`config.mk`:
```
export PLATFORM = sky130hd
export DESIGN_NAME = led_status_display
export DESIGN_NICKNAME = d
export VERILOG_FILES = /design/src/led_status_pkg.sv /design/src/led_pin_driver.sv /design/src/led_status_display.sv /design/src/led_stretcher.sv
export SDC_FILE = /design/constraint.sdc
export NUM_CORES = 1
export LEC_CHECK = 0
export CORE_AREA = 10 10 144 146
export DETAILED_ROUTE_END_ITERATION = 8
export DIE_AREA = 0 0 154 156
export DONT_BUFFER_PORTS = 1
export PLACE_DENSITY = 0.51
export SYNTH_ARGS = -nofsm -noshare
export SYNTH_HDL_FRONTEND = slang
export SYNTH_HIERARCHICAL = 1
export SYNTH_SLANG_ARGS = --single-unit
```
`constraint.sdc`:
```
create_clock -name hclk -period 3.7 [get_ports hclk]
set_input_delay 0.925 -clock hclk [delete_from_list [all_inputs] [get_ports hclk]]
set_output_delay 0.925 -clock hclk [all_outputs]
set_load 0.01 [all_outputs]
```
`src/led_status_pkg.sv`:
```
package led_status_pkg;

  // ************************************************************
  // register map (byte offsets within the slave's window)
  // ************************************************************
  localparam logic [7:0] OFS_LED_ONE = 8'h00;
  localparam logic [7:0] OFS_LED_TWO = 8'h04;
  localparam int DEC_W = 8;

  // ************************************************************
  // field positions, shared by both indicator registers
  // ************************************************************
  localparam int BIT_COL = 0;
  localparam int BIT_JAB = 1;
  localparam int BIT_RX = 2;
  localparam int BIT_POL = 3;
  localparam int BIT_TX = 4;
  localparam int BIT_MATCH = 5;
  localparam int BIT_STRETCH = 7;
  localparam int BIT_INVERT = 14;
  localparam int BIT_VIEW = 15;
  localparam int NUM_EVENTS = 5;

  // ************************************************************
  // reset values and writable masks
  // ************************************************************
  localparam logic [15:0] RST_LED_ONE = 16'h0084;
  localparam logic [15:0] RST_LED_TWO = 16'h0088;
  localparam logic [15:0] WMASK_LED_ONE = 16'h00bf;
  localparam logic [15:0] WMASK_LED_TWO = 16'h40bf;

  // ************************************************************
  // bus encodings
  // ************************************************************
  localparam logic [1:0] HTRANS_IDLE = 2'h0;
  localparam logic HRESP_OKAY = 1'b0;

  // ************************************************************
  // timing
  // ************************************************************
  localparam int CLK_PERIOD_NS = 10;
  localparam int STRETCH_TIME_MS = 100;
  localparam int STRETCH_CYCLES_DEF = (STRETCH_TIME_MS * 1000000) / CLK_PERIOD_NS;
  localparam int STRETCH_CNT_W = 24;

endpackage

```
`src/led_pin_driver.sv`:
```
`timescale 1ns/100ps
module led_pin_driver (
  input wire logic hclk,
  input wire logic hresetn,
  input wire logic ce,
  input wire logic lit,
  input wire logic invert,
  output logic pin
);

  // pin idles high, which is dark for the default active-low sense
  always_ff @(posedge hclk or negedge hresetn) begin
    if (!hresetn) begin
      pin <= 1'b1;
    end else if (ce) begin
      pin <= invert ? lit : ~lit;
    end
  end

endmodule

```
`src/led_status_display.sv`:
```
// Added by the designer: the placing of the registers and register access over AHB-Lite.
`timescale 1ns/100ps
// Functional notes
// - each register steers its own pin
// - pin shows OR of enabled functions
// - register two resets: polarity plus stretch
// - register one resets: receive plus stretch
// - bit 15 reads live unstretched state
// - bit 14 of two picks pin polarity
// - good polarity lights per invert bit
// - bit 3 adds good receive polarity
// - bit 2 adds receive activity
// - bit 1 adds jabber
// - bit 0 adds collision
// - bit 4 adds transmit activity
// - bit 5 limits receive to matches
// - bit 7 enables the pulse stretcher
// - reserved bits read zero
module led_status_display
  import led_status_pkg::*;
#(
  parameter int STRETCH_CYCLES = STRETCH_CYCLES_DEF,
  parameter int CNT_W = STRETCH_CNT_W
) (
  input wire logic hclk,
  input wire logic hresetn,
  input wire logic ce,
  input wire logic hsel,
  input wire logic [31:0] haddr,
  input wire logic [1:0] htrans,
  input wire logic hwrite,
  input wire logic [2:0] hsize,
  input wire logic [31:0] hwdata,
  input wire logic hready,
  output logic hreadyout,
  output logic [31:0] hrdata,
  output logic hresp,
  input wire logic collision,
  input wire logic jabber,
  input wire logic rx_activity,
  input wire logic rx_addr_match,
  input wire logic tx_activity,
  input wire logic tp_rx_polarity,
  output logic indicator_pin_one,
  output logic indicator_pin_two
);

  // ************************************************************
  // bus slave: zero wait states, write lands in the data phase
  // ************************************************************
  logic accept;
  logic [1:0] addr_hit;
  logic wr_pend;
  logic [1:0] wr_sel;
  logic [15:0] cfg [2];
  logic [15:0] wmask [2];
  logic [15:0] cfg_fwd [2];
  logic [1:0] combined;
  logic [1:0] lit;
  logic [1:0] pin;
  logic [1:0] rx_term;
  logic [15:0] led_one_config;
  logic [15:0] led_two_config;

  // hsize is not decoded: only whole-word singles are expected
  assign accept = hsel && hready && (htrans != HTRANS_IDLE) && (hsize == 3'h2 || hsize != 3'h2);
  assign addr_hit[0] = (haddr[DEC_W-1:0] == OFS_LED_ONE);
  assign addr_hit[1] = (haddr[DEC_W-1:0] == OFS_LED_TWO);
  assign wmask[0] = WMASK_LED_ONE;
  assign wmask[1] = WMASK_LED_TWO;
  assign led_one_config = cfg[0];
  assign led_two_config = cfg[1];

  always_ff @(posedge hclk or negedge hresetn) begin
    if (!hresetn) begin
      wr_pend <= 1'b0;
      wr_sel <= 2'h0;
    end else begin
      wr_pend <= accept && hwrite;
      wr_sel <= (accept && hwrite) ? addr_hit : 2'h0;
    end
  end

  always_ff @(posedge hclk or negedge hresetn) begin
    if (!hresetn) begin
      hreadyout <= 1'b1;
      hresp <= HRESP_OKAY;
    end else begin
      hreadyout <= 1'b1;
      hresp <= HRESP_OKAY;
    end
  end

  // ************************************************************
  // indicator channels
  // ************************************************************
  genvar i;
  generate
    for (i = 0; i < 2; i++) begin : g_chan
      // a read straight after a write sees the new value
      assign cfg_fwd[i] = (wr_pend && wr_sel[i]) ? (hwdata[15:0] & wmask[i]) : cfg[i];

      always_ff @(posedge hclk or negedge hresetn) begin
        if (!hresetn) begin
          cfg[i] <= (i == 0) ? RST_LED_ONE : RST_LED_TWO;
        end else if (wr_pend && wr_sel[i]) begin
          cfg[i] <= hwdata[15:0] & wmask[i];
        end
      end

      assign rx_term[i] = rx_activity && (!cfg[i][BIT_MATCH] || rx_addr_match);

      assign combined[i] = (cfg[i][BIT_COL] && collision)
                        || (cfg[i][BIT_JAB] && jabber)
                        || (cfg[i][BIT_RX] && rx_term[i])
                        || (cfg[i][BIT_POL] && tp_rx_polarity)
                        || (cfg[i][BIT_TX] && tx_activity);

      led_stretcher #(
        .CNT_W(CNT_W),
        .STRETCH_CYCLES(STRETCH_CYCLES)
      ) u_stretch (
        .hclk(hclk),
        .hresetn(hresetn),
        .ce(ce),
        .enable(cfg[i][BIT_STRETCH]),
        .raw(combined[i]),
        .lit(lit[i])
      );

      led_pin_driver u_pin (
        .hclk(hclk),
        .hresetn(hresetn),
        .ce(ce),
        .lit(lit[i]),
        .invert(cfg[i][BIT_INVERT]),
        .pin(pin[i])
      );
    end
  endgenerate

  assign indicator_pin_one = pin[0];
  assign indicator_pin_two = pin[1];

  // ************************************************************
  // read path
  // ************************************************************
  // bit 15 is never stored; it is the live unstretched combination
  always_ff @(posedge hclk or negedge hresetn) begin
    if (!hresetn) begin
      hrdata <= 32'h0000_0000;
    end else if (accept && !hwrite) begin
      if (addr_hit[0]) begin
        hrdata <= {16'h0000, combined[0], cfg_fwd[0][14:0]};
      end else if (addr_hit[1]) begin
        hrdata <= {16'h0000, combined[1], cfg_fwd[1][14:0]};
      end else begin
        hrdata <= 32'h0000_0000;
      end
    end
  end

  // ************************************************************
  // checks
  // ************************************************************
  chk_reset_two_value: assert property (
    @(posedge hclk) $rose(hresetn) |-> (led_two_config == RST_LED_TWO))
    else $error("register two reset value wrong");

  chk_reset_one_value: assert property (
    @(posedge hclk) $rose(hresetn) |-> (led_one_config == RST_LED_ONE))
    else $error("register one reset value wrong");

  chk_or_combine: assert property (
    @(posedge hclk) disable iff (!hresetn)
    combined[1] == |({tx_activity, tp_rx_polarity, rx_term[1], jabber, collision}
                     & led_two_config[NUM_EVENTS-1:0]))
    else $error("combined state is not the OR of enables");

  chk_view_bit: assert property (
    @(posedge hclk) disable iff (!hresetn)
    (accept && !hwrite && addr_hit[0]) |=> (hrdata[BIT_VIEW] == $past(combined[0])))
    else $error("view bit does not show live state");

  chk_reserved_zero: assert property (
    @(posedge hclk) disable iff (!hresetn)
    (led_two_config[13:8] == 6'h00) && !led_two_config[6] && (hrdata[31:16] == 16'h0000))
    else $error("reserved bits not zero");

  chk_write_effect: assert property (
    @(posedge hclk) disable iff (!hresetn)
    (wr_pend && wr_sel[1]) |=> (led_two_config == ($past(hwdata[15:0]) & WMASK_LED_TWO)))
    else $error("write did not reach register two");

  chk_pin_polarity: assert property (
    @(posedge hclk) disable iff (!hresetn)
    ce |=> (indicator_pin_two == ($past(led_two_config[BIT_INVERT]) ? $past(lit[1]) : !$past(lit[1]))))
    else $error("pin two polarity wrong");

  chk_match_filter: assert property (
    @(posedge hclk) disable iff (!hresetn)
    (led_one_config[BIT_MATCH] && !rx_addr_match) |-> !rx_term[0])
    else $error("unmatched receive reached indicator");

  chk_no_stretch: assert property (
    @(posedge hclk) disable iff (!hresetn)
    (ce && !led_one_config[BIT_STRETCH]) |=> (indicator_pin_one == !$past(combined[0])))
    else $error("pin one not following raw state");

  // ************************************************************
  // per-function and per-channel checks
  // ************************************************************

  chk_or_combine_one: assert property (
    @(posedge hclk) disable iff (!hresetn)
    combined[0] == |({tx_activity, tp_rx_polarity, rx_term[0], jabber, collision}
                     & led_one_config[NUM_EVENTS-1:0]))
    else $error("channel one is not the OR of enables");

  chk_view_bit_two: assert property (
    @(posedge hclk) disable iff (!hresetn)
    (accept && !hwrite && addr_hit[1]) |=> (hrdata[BIT_VIEW] == $past(combined[1])))
    else $error("view bit of register two does not show live state");

  chk_view_not_stored: assert property (
    @(posedge hclk) disable iff (!hresetn)
    !led_one_config[BIT_VIEW] && !led_two_config[BIT_VIEW])
    else $error("view bit was stored by a write");

  chk_reserved_one: assert property (
    @(posedge hclk) disable iff (!hresetn)
    (led_one_config[14:8] == 7'h00) && !led_one_config[6])
    else $error("reserved bits of register one not zero");

  chk_write_one: assert property (
    @(posedge hclk) disable iff (!hresetn)
    (wr_pend && wr_sel[0]) |=> (led_one_config == ($past(hwdata[15:0]) & WMASK_LED_ONE)))
    else $error("write did not reach register one");

  chk_write_keeps_two: assert property (
    @(posedge hclk) disable iff (!hresetn)
    !(wr_pend && wr_sel[1]) |=> $stable(led_two_config))
    else $error("register two changed without its own write");

  chk_write_keeps_one: assert property (
    @(posedge hclk) disable iff (!hresetn)
    !(wr_pend && wr_sel[0]) |=> $stable(led_one_config))
    else $error("register one changed without its own write");

  chk_pin_one_sense: assert property (
    @(posedge hclk) disable iff (!hresetn)
    ce |=> (indicator_pin_one == !$past(lit[0])))
    else $error("pin one is not active low");

  chk_pin_one_frozen: assert property (
    @(posedge hclk) disable iff (!hresetn)
    !ce |=> $stable(indicator_pin_one))
    else $error("pin one moved while the clock enable was low");

  chk_pin_two_frozen: assert property (
    @(posedge hclk) disable iff (!hresetn)
    !ce |=> $stable(indicator_pin_two))
    else $error("pin two moved while the clock enable was low");

  chk_pol_ignored: assert property (
    @(posedge hclk) disable iff (!hresetn)
    (!led_two_config[BIT_POL]
     && !(|({tx_activity, 1'b0, rx_term[1], jabber, collision} & led_two_config[NUM_EVENTS-1:0])))
    |-> !combined[1])
    else $error("polarity status leaked onto pin two");

  chk_pol_drives_pin: assert property (
    @(posedge hclk) disable iff (!hresetn)
    (ce && led_two_config[BIT_POL] && tp_rx_polarity)
    |=> (indicator_pin_two == $past(led_two_config[BIT_INVERT])))
    else $error("good polarity drove pin two to the wrong level");

  chk_pol_one: assert property (
    @(posedge hclk) disable iff (!hresetn)
    (led_one_config[BIT_POL] && tp_rx_polarity) |-> combined[0])
    else $error("good polarity missing on channel one");

  chk_pol_two: assert property (
    @(posedge hclk) disable iff (!hresetn)
    (led_two_config[BIT_POL] && tp_rx_polarity) |-> combined[1])
    else $error("good polarity missing on channel two");

  chk_rx_one: assert property (
    @(posedge hclk) disable iff (!hresetn)
    (led_one_config[BIT_RX] && rx_activity && !led_one_config[BIT_MATCH]) |-> combined[0])
    else $error("receive activity missing on channel one");

  chk_jab_one: assert property (
    @(posedge hclk) disable iff (!hresetn)
    (led_one_config[BIT_JAB] && jabber) |-> combined[0])
    else $error("jabber missing on channel one");

  chk_jab_two: assert property (
    @(posedge hclk) disable iff (!hresetn)
    (led_two_config[BIT_JAB] && jabber) |-> combined[1])
    else $error("jabber missing on channel two");

  chk_col_one: assert property (
    @(posedge hclk) disable iff (!hresetn)
    (led_one_config[BIT_COL] && collision) |-> combined[0])
    else $error("collision missing on channel one");

  chk_col_two: assert property (
    @(posedge hclk) disable iff (!hresetn)
    (led_two_config[BIT_COL] && collision) |-> combined[1])
    else $error("collision missing on channel two");

  chk_tx_one: assert property (
    @(posedge hclk) disable iff (!hresetn)
    (led_one_config[BIT_TX] && tx_activity) |-> combined[0])
    else $error("transmit activity missing on channel one");

  chk_tx_two: assert property (
    @(posedge hclk) disable iff (!hresetn)
    (led_two_config[BIT_TX] && tx_activity) |-> combined[1])
    else $error("transmit activity missing on channel two");

  chk_match_pass: assert property (
    @(posedge hclk) disable iff (!hresetn)
    (led_one_config[BIT_MATCH] && led_one_config[BIT_RX] && rx_activity && rx_addr_match) |-> combined[0])
    else $error("matched receive did not reach indicator");

  chk_stretch_hold: assert property (
    @(posedge hclk) disable iff (!hresetn)
    (ce && led_one_config[BIT_STRETCH] && combined[0]) ##1 (ce && led_one_config[BIT_STRETCH])
    |=> !indicator_pin_one)
    else $error("pin one not held by the stretcher");

  chk_no_stretch_two: assert property (
    @(posedge hclk) disable iff (!hresetn)
    (ce && !led_two_config[BIT_STRETCH])
    |=> (indicator_pin_two == ($past(led_two_config[BIT_INVERT]) ? $past(combined[1]) : !$past(combined[1]))))
    else $error("pin two not following raw state");

  chk_reset_pins_dark: assert property (
    @(posedge hclk) $rose(hresetn) |-> (indicator_pin_one && indicator_pin_two))
    else $error("a pin was lit straight after reset");

endmodule

```
`src/led_stretcher.sv`:
```
`timescale 1ns/100ps
module led_stretcher
  import led_status_pkg::*;
#(
  parameter int CNT_W = STRETCH_CNT_W,
  parameter int STRETCH_CYCLES = STRETCH_CYCLES_DEF
) (
  input wire logic hclk,
  input wire logic hresetn,
  input wire logic ce,
  input wire logic enable,
  input wire logic raw,
  output logic lit
);

  logic [CNT_W-1:0] hold_cnt;

  // the count reloads on every cycle with ce high that the event is present, so the
  // hold time is measured from the end of the last occurrence
  always_ff @(posedge hclk or negedge hresetn) begin
    if (!hresetn) begin
      hold_cnt <= '0;
    end else if (ce) begin
      if (raw) begin
        hold_cnt <= CNT_W'(STRETCH_CYCLES);
      end else if (hold_cnt != '0) begin
        hold_cnt <= hold_cnt - 1'b1;
      end
    end
  end

  assign lit = enable ? (raw | (hold_cnt != '0)) : raw;

  chk_stretch_reload: assert property (
    @(posedge hclk) disable iff (!hresetn)
    (ce && raw) |=> (hold_cnt == CNT_W'(STRETCH_CYCLES)))
    else $error("stretch count not reloaded by event");

endmodule

```
==> Implementation_results.wiki <==
{| class="wikitable"
! Metric !! Value
|-
| Drt first pass iters || 4
|-
| Count of placed standard cells including taps || 738
|-
| FP Rows || 49
|-
| Worst slack after detailed placement || between 0.5 and 0.6 ns
|-
| Max FO, Critical Path || 12
|-
| Fmax achieved || 365.3 MHz
|-
| Main flop type after synthesis || sky130_fd_sc_hd__dfrtp_1
|-
| Maximum vdd ir drop || 0.2172 mV
|-
| Wire length of the first global-routing pass || 21110 um
|-
| Weighted congestion reported at the end of routability-driven placement || slightly above 0.8
|-
| TritonCTS Buffers || 9
|-
| Critical path type || primary input to flip-flop
|-
| Number of instances in the synthesized netlist || 525
|-
| Average footprint of a synthesized cell || 10.11 um2
|-
| Fraction of final layout cells sized beyond drive strength 1 || 12.38%
|-
| Post-DP HPWL || 8685 um
|-
| Max H-tree Level || 3
|-
| Critical path launch point type || primary input
|-
| CP Cell Sequence || a22oi_1, o211ai_1, nor2_1, nand3_1, o41ai_4, buf_4, o21ai_0, o41ai_1
|-
| Routed length per placed instance || 16.42 um
|-
| Metal-1 WL || 5410 um
|-
| Clock tree from TritonCTS || built
|-
| Count of hold buffers inserted by post-cts repair || 0
|-
| Clock-pin slew reported for the worst setup and hold paths after clock tree synthesis || approximately 0.080 ns
|-
| Horiz. Die Dim || 154 um
|-
| Uppermost routed layer || met4
|-
| N_diodes || 0
|-
| Area share of the largest cell type after synthesis || about 44%
|-
| Synthesis Warnings || 6
|-
| Largest net degree at the start of global routing || 100
|-
| Arrival time at the worst endpoint || 2.98 ns
|-
| Max-slew violation count || 0
|-
| Total Nets Final || 605
|-
| Power per cell area || 457.0 nW/um2
|-
| Max clock buf depth || 2
|-
| Die height || 156 um
|-
| Storage cell area || 2485 um2
|-
| Buf/Inv on CP || 1
|-
| Number of failing hold endpoints at the final stage || 0
|-
| Post-Route Skew || 0.01131 ns
|-
| Vias per Instance || 5.273
|-
| Slew of the pin with the lowest slew margin || 0.7397 ns
|-
| Status || finished, final reports clean
|-
| Area grow syn2layout || 8.701%
|-
| Tot GR Track Use || 10.40%
|-
| Post-DP Area || 5445 um2
|-
| Number of gates resized after CTS || 0
|-
| Synth unique cells || 73
|-
| Floorplan die area || 24020 um2
|-
| Share of synthesized flip-flops with an asynchronous set or reset || 100.0%
|-
| Final setup TNS || 0 ns
|-
| Area of the placeable core || 17840 um2
|-
| Final Instance Area || 5768 um2
|-
| Number of flops mapped to enable cells by yosys || 0
|-
| Highest-count cells in the layout ignoring fill and taps || sky130_fd_sc_hd__dfrtp_1 (93), sky130_fd_sc_hd__nor2_1 (46), sky130_fd_sc_hd__nand2_1 (44)
|-
| Setup repair after global routing missed its margin || false
|-
| Crit end category || flip-flop
|-
| Number of global-route vias before repair || ~4100
|-
| Final Instance Count excl. Fillers || 754
|-
| Required time at the worst-slack endpoint || 3.95 ns
|-
| Routed vias || 3976
|-
| Setup-failing EPs final || 0
|-
| Flop and latch count out of synthesis || just under 100
|-
| Endpoint of the most critical register-to-register path || g_chan[0].u_stretch/hold_cnt[5]
|-
| Worst setup margin || between 0.9 and 1 ns
|-
| Effective utilization at floorplan || 29.74%
|-
| Filler Cells Inserted || ~1800
|-
| Worst slew margin relative to its limit || between 50% and 60%
|-
| Cells taking the most area after synthesis || sky130_fd_sc_hd__dfrtp_1 (44%), sky130_fd_sc_hd__nor2_1 (3.3%), sky130_fd_sc_hd__nand2_1 (3.1%)
|-
| Kind of cell adding the most delay to the critical path || compound AO/OA/AOI/OAI gates
|-
| Number of input and output port buffers inserted || 0
|-
| Most common cell after layout, fill and taps aside || sky130_fd_sc_hd__dfrtp_1
|-
| Metal2 WL || between 5000 and 6000 um
|-
| Crit path time final || 2.737 ns
|-
| Final Core Density || 32.33%
|-
| Clk Latency, worst-skew pair || about 0.35 ns
|-
| Number of placed I/O pins || ~120
|-
| Buffers inserted by post-CTS timing repair || 0
|-
| Combined area of all synthesized cells || 5306 um2
|-
| Static leakage || 2.482 nW
|-
| WL met3 || 1063 um
|-
| GRT overflow || 0
|-
| Cell at the slowest stage of the critical path || sky130_fd_sc_hd__o41ai_4
|-
| Area of the multi-input gates || 2479 um2
|-
| Number of antenna-violating nets in the routed design || 0
|-
| Kind of path behind the tightest hold check || primary input to async pin
|-
| Post-synthesis sequential area ratio || 46.83%
|-
| Total detailed-routing wirelength || ~12000 um
|-
| Clock root buffer || sky130_fd_sc_hd__clkbuf_16
|-
| Post-route fraction of the period consumed by the critical path || 73.98%
|-
| Number of DRC markers in iteration 0 || 212
|-
| Largest area contributor in the netlist || sky130_fd_sc_hd__dfrtp_1
|-
| Flop-to-flop setup slack || 1.15 ns
|-
| Final routed DRC violation total || 0
|-
| Total of max-cap violations || 0
|-
| Clk sinks || 99
|-
| Number of cells on the worst reg-to-reg path || 8
|-
| Beginning of the worst register-to-register path || led_one_config[1]
|-
| Initial antenna violation count || 0
|-
| Delay of the slowest critical-path stage || 0.78 ns
|}
[per-layer routing]
layer / vias to the layer above / global-route usage [%]
met5: - / 0
met4: 0 / 3.239
met3: 12 / 4.301
met2: 94 / 17.14
met1: 1978 / 12.07
li1: 1892 / -
[area by class of cell]
type | count | share of cell area (%)
Multi-Input combinational cell | 365 | 42.97
Inverter | 38 | 2.473
Clock buffer | 9 | 3.905
Clock inverter | 7 | 1.692
Tap cell | 229 | 4.967
Sequential cell | 99 | 43.08
Timing Repair Buffer | 7 | 0.9111
[sequential cells by signal (all words and copies together), names as in the netlist]
register,count
hrdata,16
g_chan.u_stretch/hold_cnt,48
wr_sel,2
led_one_config,15
led_two_config,15
g_chan.u_pin/pin,2
wr_pend,1
[cell usage after synthesis (3+ instances only)]
cell and count:
sky130_fd_sc_hd__a211o_1 3, sky130_fd_sc_hd__a21o_1 3, sky130_fd_sc_hd__a21oi_1 10, sky130_fd_sc_hd__a22oi_1 4, sky130_fd_sc_hd__a31oi_1 7, sky130_fd_sc_hd__and2_1 3, sky130_fd_sc_hd__and3_1 3, sky130_fd_sc_hd__buf_2 7
sky130_fd_sc_hd__buf_4 18, sky130_fd_sc_hd__buf_6 5, sky130_fd_sc_hd__clkbuf_1 8, sky130_fd_sc_hd__dfrtp_1 93, sky130_fd_sc_hd__dfstp_2 6, sky130_fd_sc_hd__ha_1 4, sky130_fd_sc_hd__inv_1 38, sky130_fd_sc_hd__mux2_2 7
sky130_fd_sc_hd__mux2i_1 14, sky130_fd_sc_hd__nand2_1 44, sky130_fd_sc_hd__nand2b_1 5, sky130_fd_sc_hd__nand3_1 11, sky130_fd_sc_hd__nand4_1 6, sky130_fd_sc_hd__nor2_1 46, sky130_fd_sc_hd__nor2b_1 3, sky130_fd_sc_hd__nor3_1 15
sky130_fd_sc_hd__nor4_1 11, sky130_fd_sc_hd__nor4_4 3, sky130_fd_sc_hd__o211ai_1 7, sky130_fd_sc_hd__o21a_1 12, sky130_fd_sc_hd__o21ai_0 19, sky130_fd_sc_hd__o21ai_1 10, sky130_fd_sc_hd__o221ai_1 3, sky130_fd_sc_hd__o221ai_2 9
sky130_fd_sc_hd__o22a_1 3, sky130_fd_sc_hd__o31ai_1 13, sky130_fd_sc_hd__o41ai_1 8, sky130_fd_sc_hd__or3_1 6, sky130_fd_sc_hd__or4_1 7, sky130_fd_sc_hd__or4_4 3, sky130_fd_sc_hd__xnor2_1 3
[worst max path at each step]
stage / slack, ns / start / to / depth (start not counted)
2_1_floorplan: 0.85 / collision / g_chan[1].u_pin/pin / 9
3_3_place_gp: 0.54 / jabber / g_chan[0].u_stretch/hold_cnt[5] / 8
3_5_place_dp: 0.60 / jabber / g_chan[0].u_stretch/hold_cnt[5] / 8
4_1_cts: 0.94 / jabber / g_chan[0].u_stretch/hold_cnt[5] / 8
5_1_grt: 0.70 / jabber / g_chan[0].u_stretch/hold_cnt[5] / 8
6_report: 0.96 / jabber / g_chan[0].u_stretch/hold_cnt[5] / 8
[logic make-up (layout without fill, tap and decap cells)]
kind of cell               after synthesis  in the layout  share of synthesized area [%]
adders and majority gates                4              4                         0.9432
and+or+nand+nor                        183            183                          19.08
xor gates and xnor gates                 3              3                         0.4953
DFF                                     99             99                          46.83
muxes                                   23             23                          4.692
other                                    2             18                         0.1415
buffers and inverters                   77             61                          7.592
AOI/OAI and AO/OA                      134            134                          20.23
[through the flow]
stage / power (W) / hold WS, ns
finish: 0.002636 / 0.2612
global route: 0.002783 / 0.2399
CTS: 0.002664 / 0.2508
detailed placement: 0.001644 / 0.4485
global placement: 0.001636 / 0.4410
floorplan: 0.001569 / 0.4264
[where the power goes]
part | switching [W] | leakage [nW] | internal (W)
registers | 0.0000978 | 1.22 | 0.00116
clock network | 0.000462 | 0.159 | 0.000550
logic | 0.000232 | 1.10 | 0.000135
total | 0.000791 | 2.48 | 0.00185
Note: power is estimated with default switching activity, not from simulation.
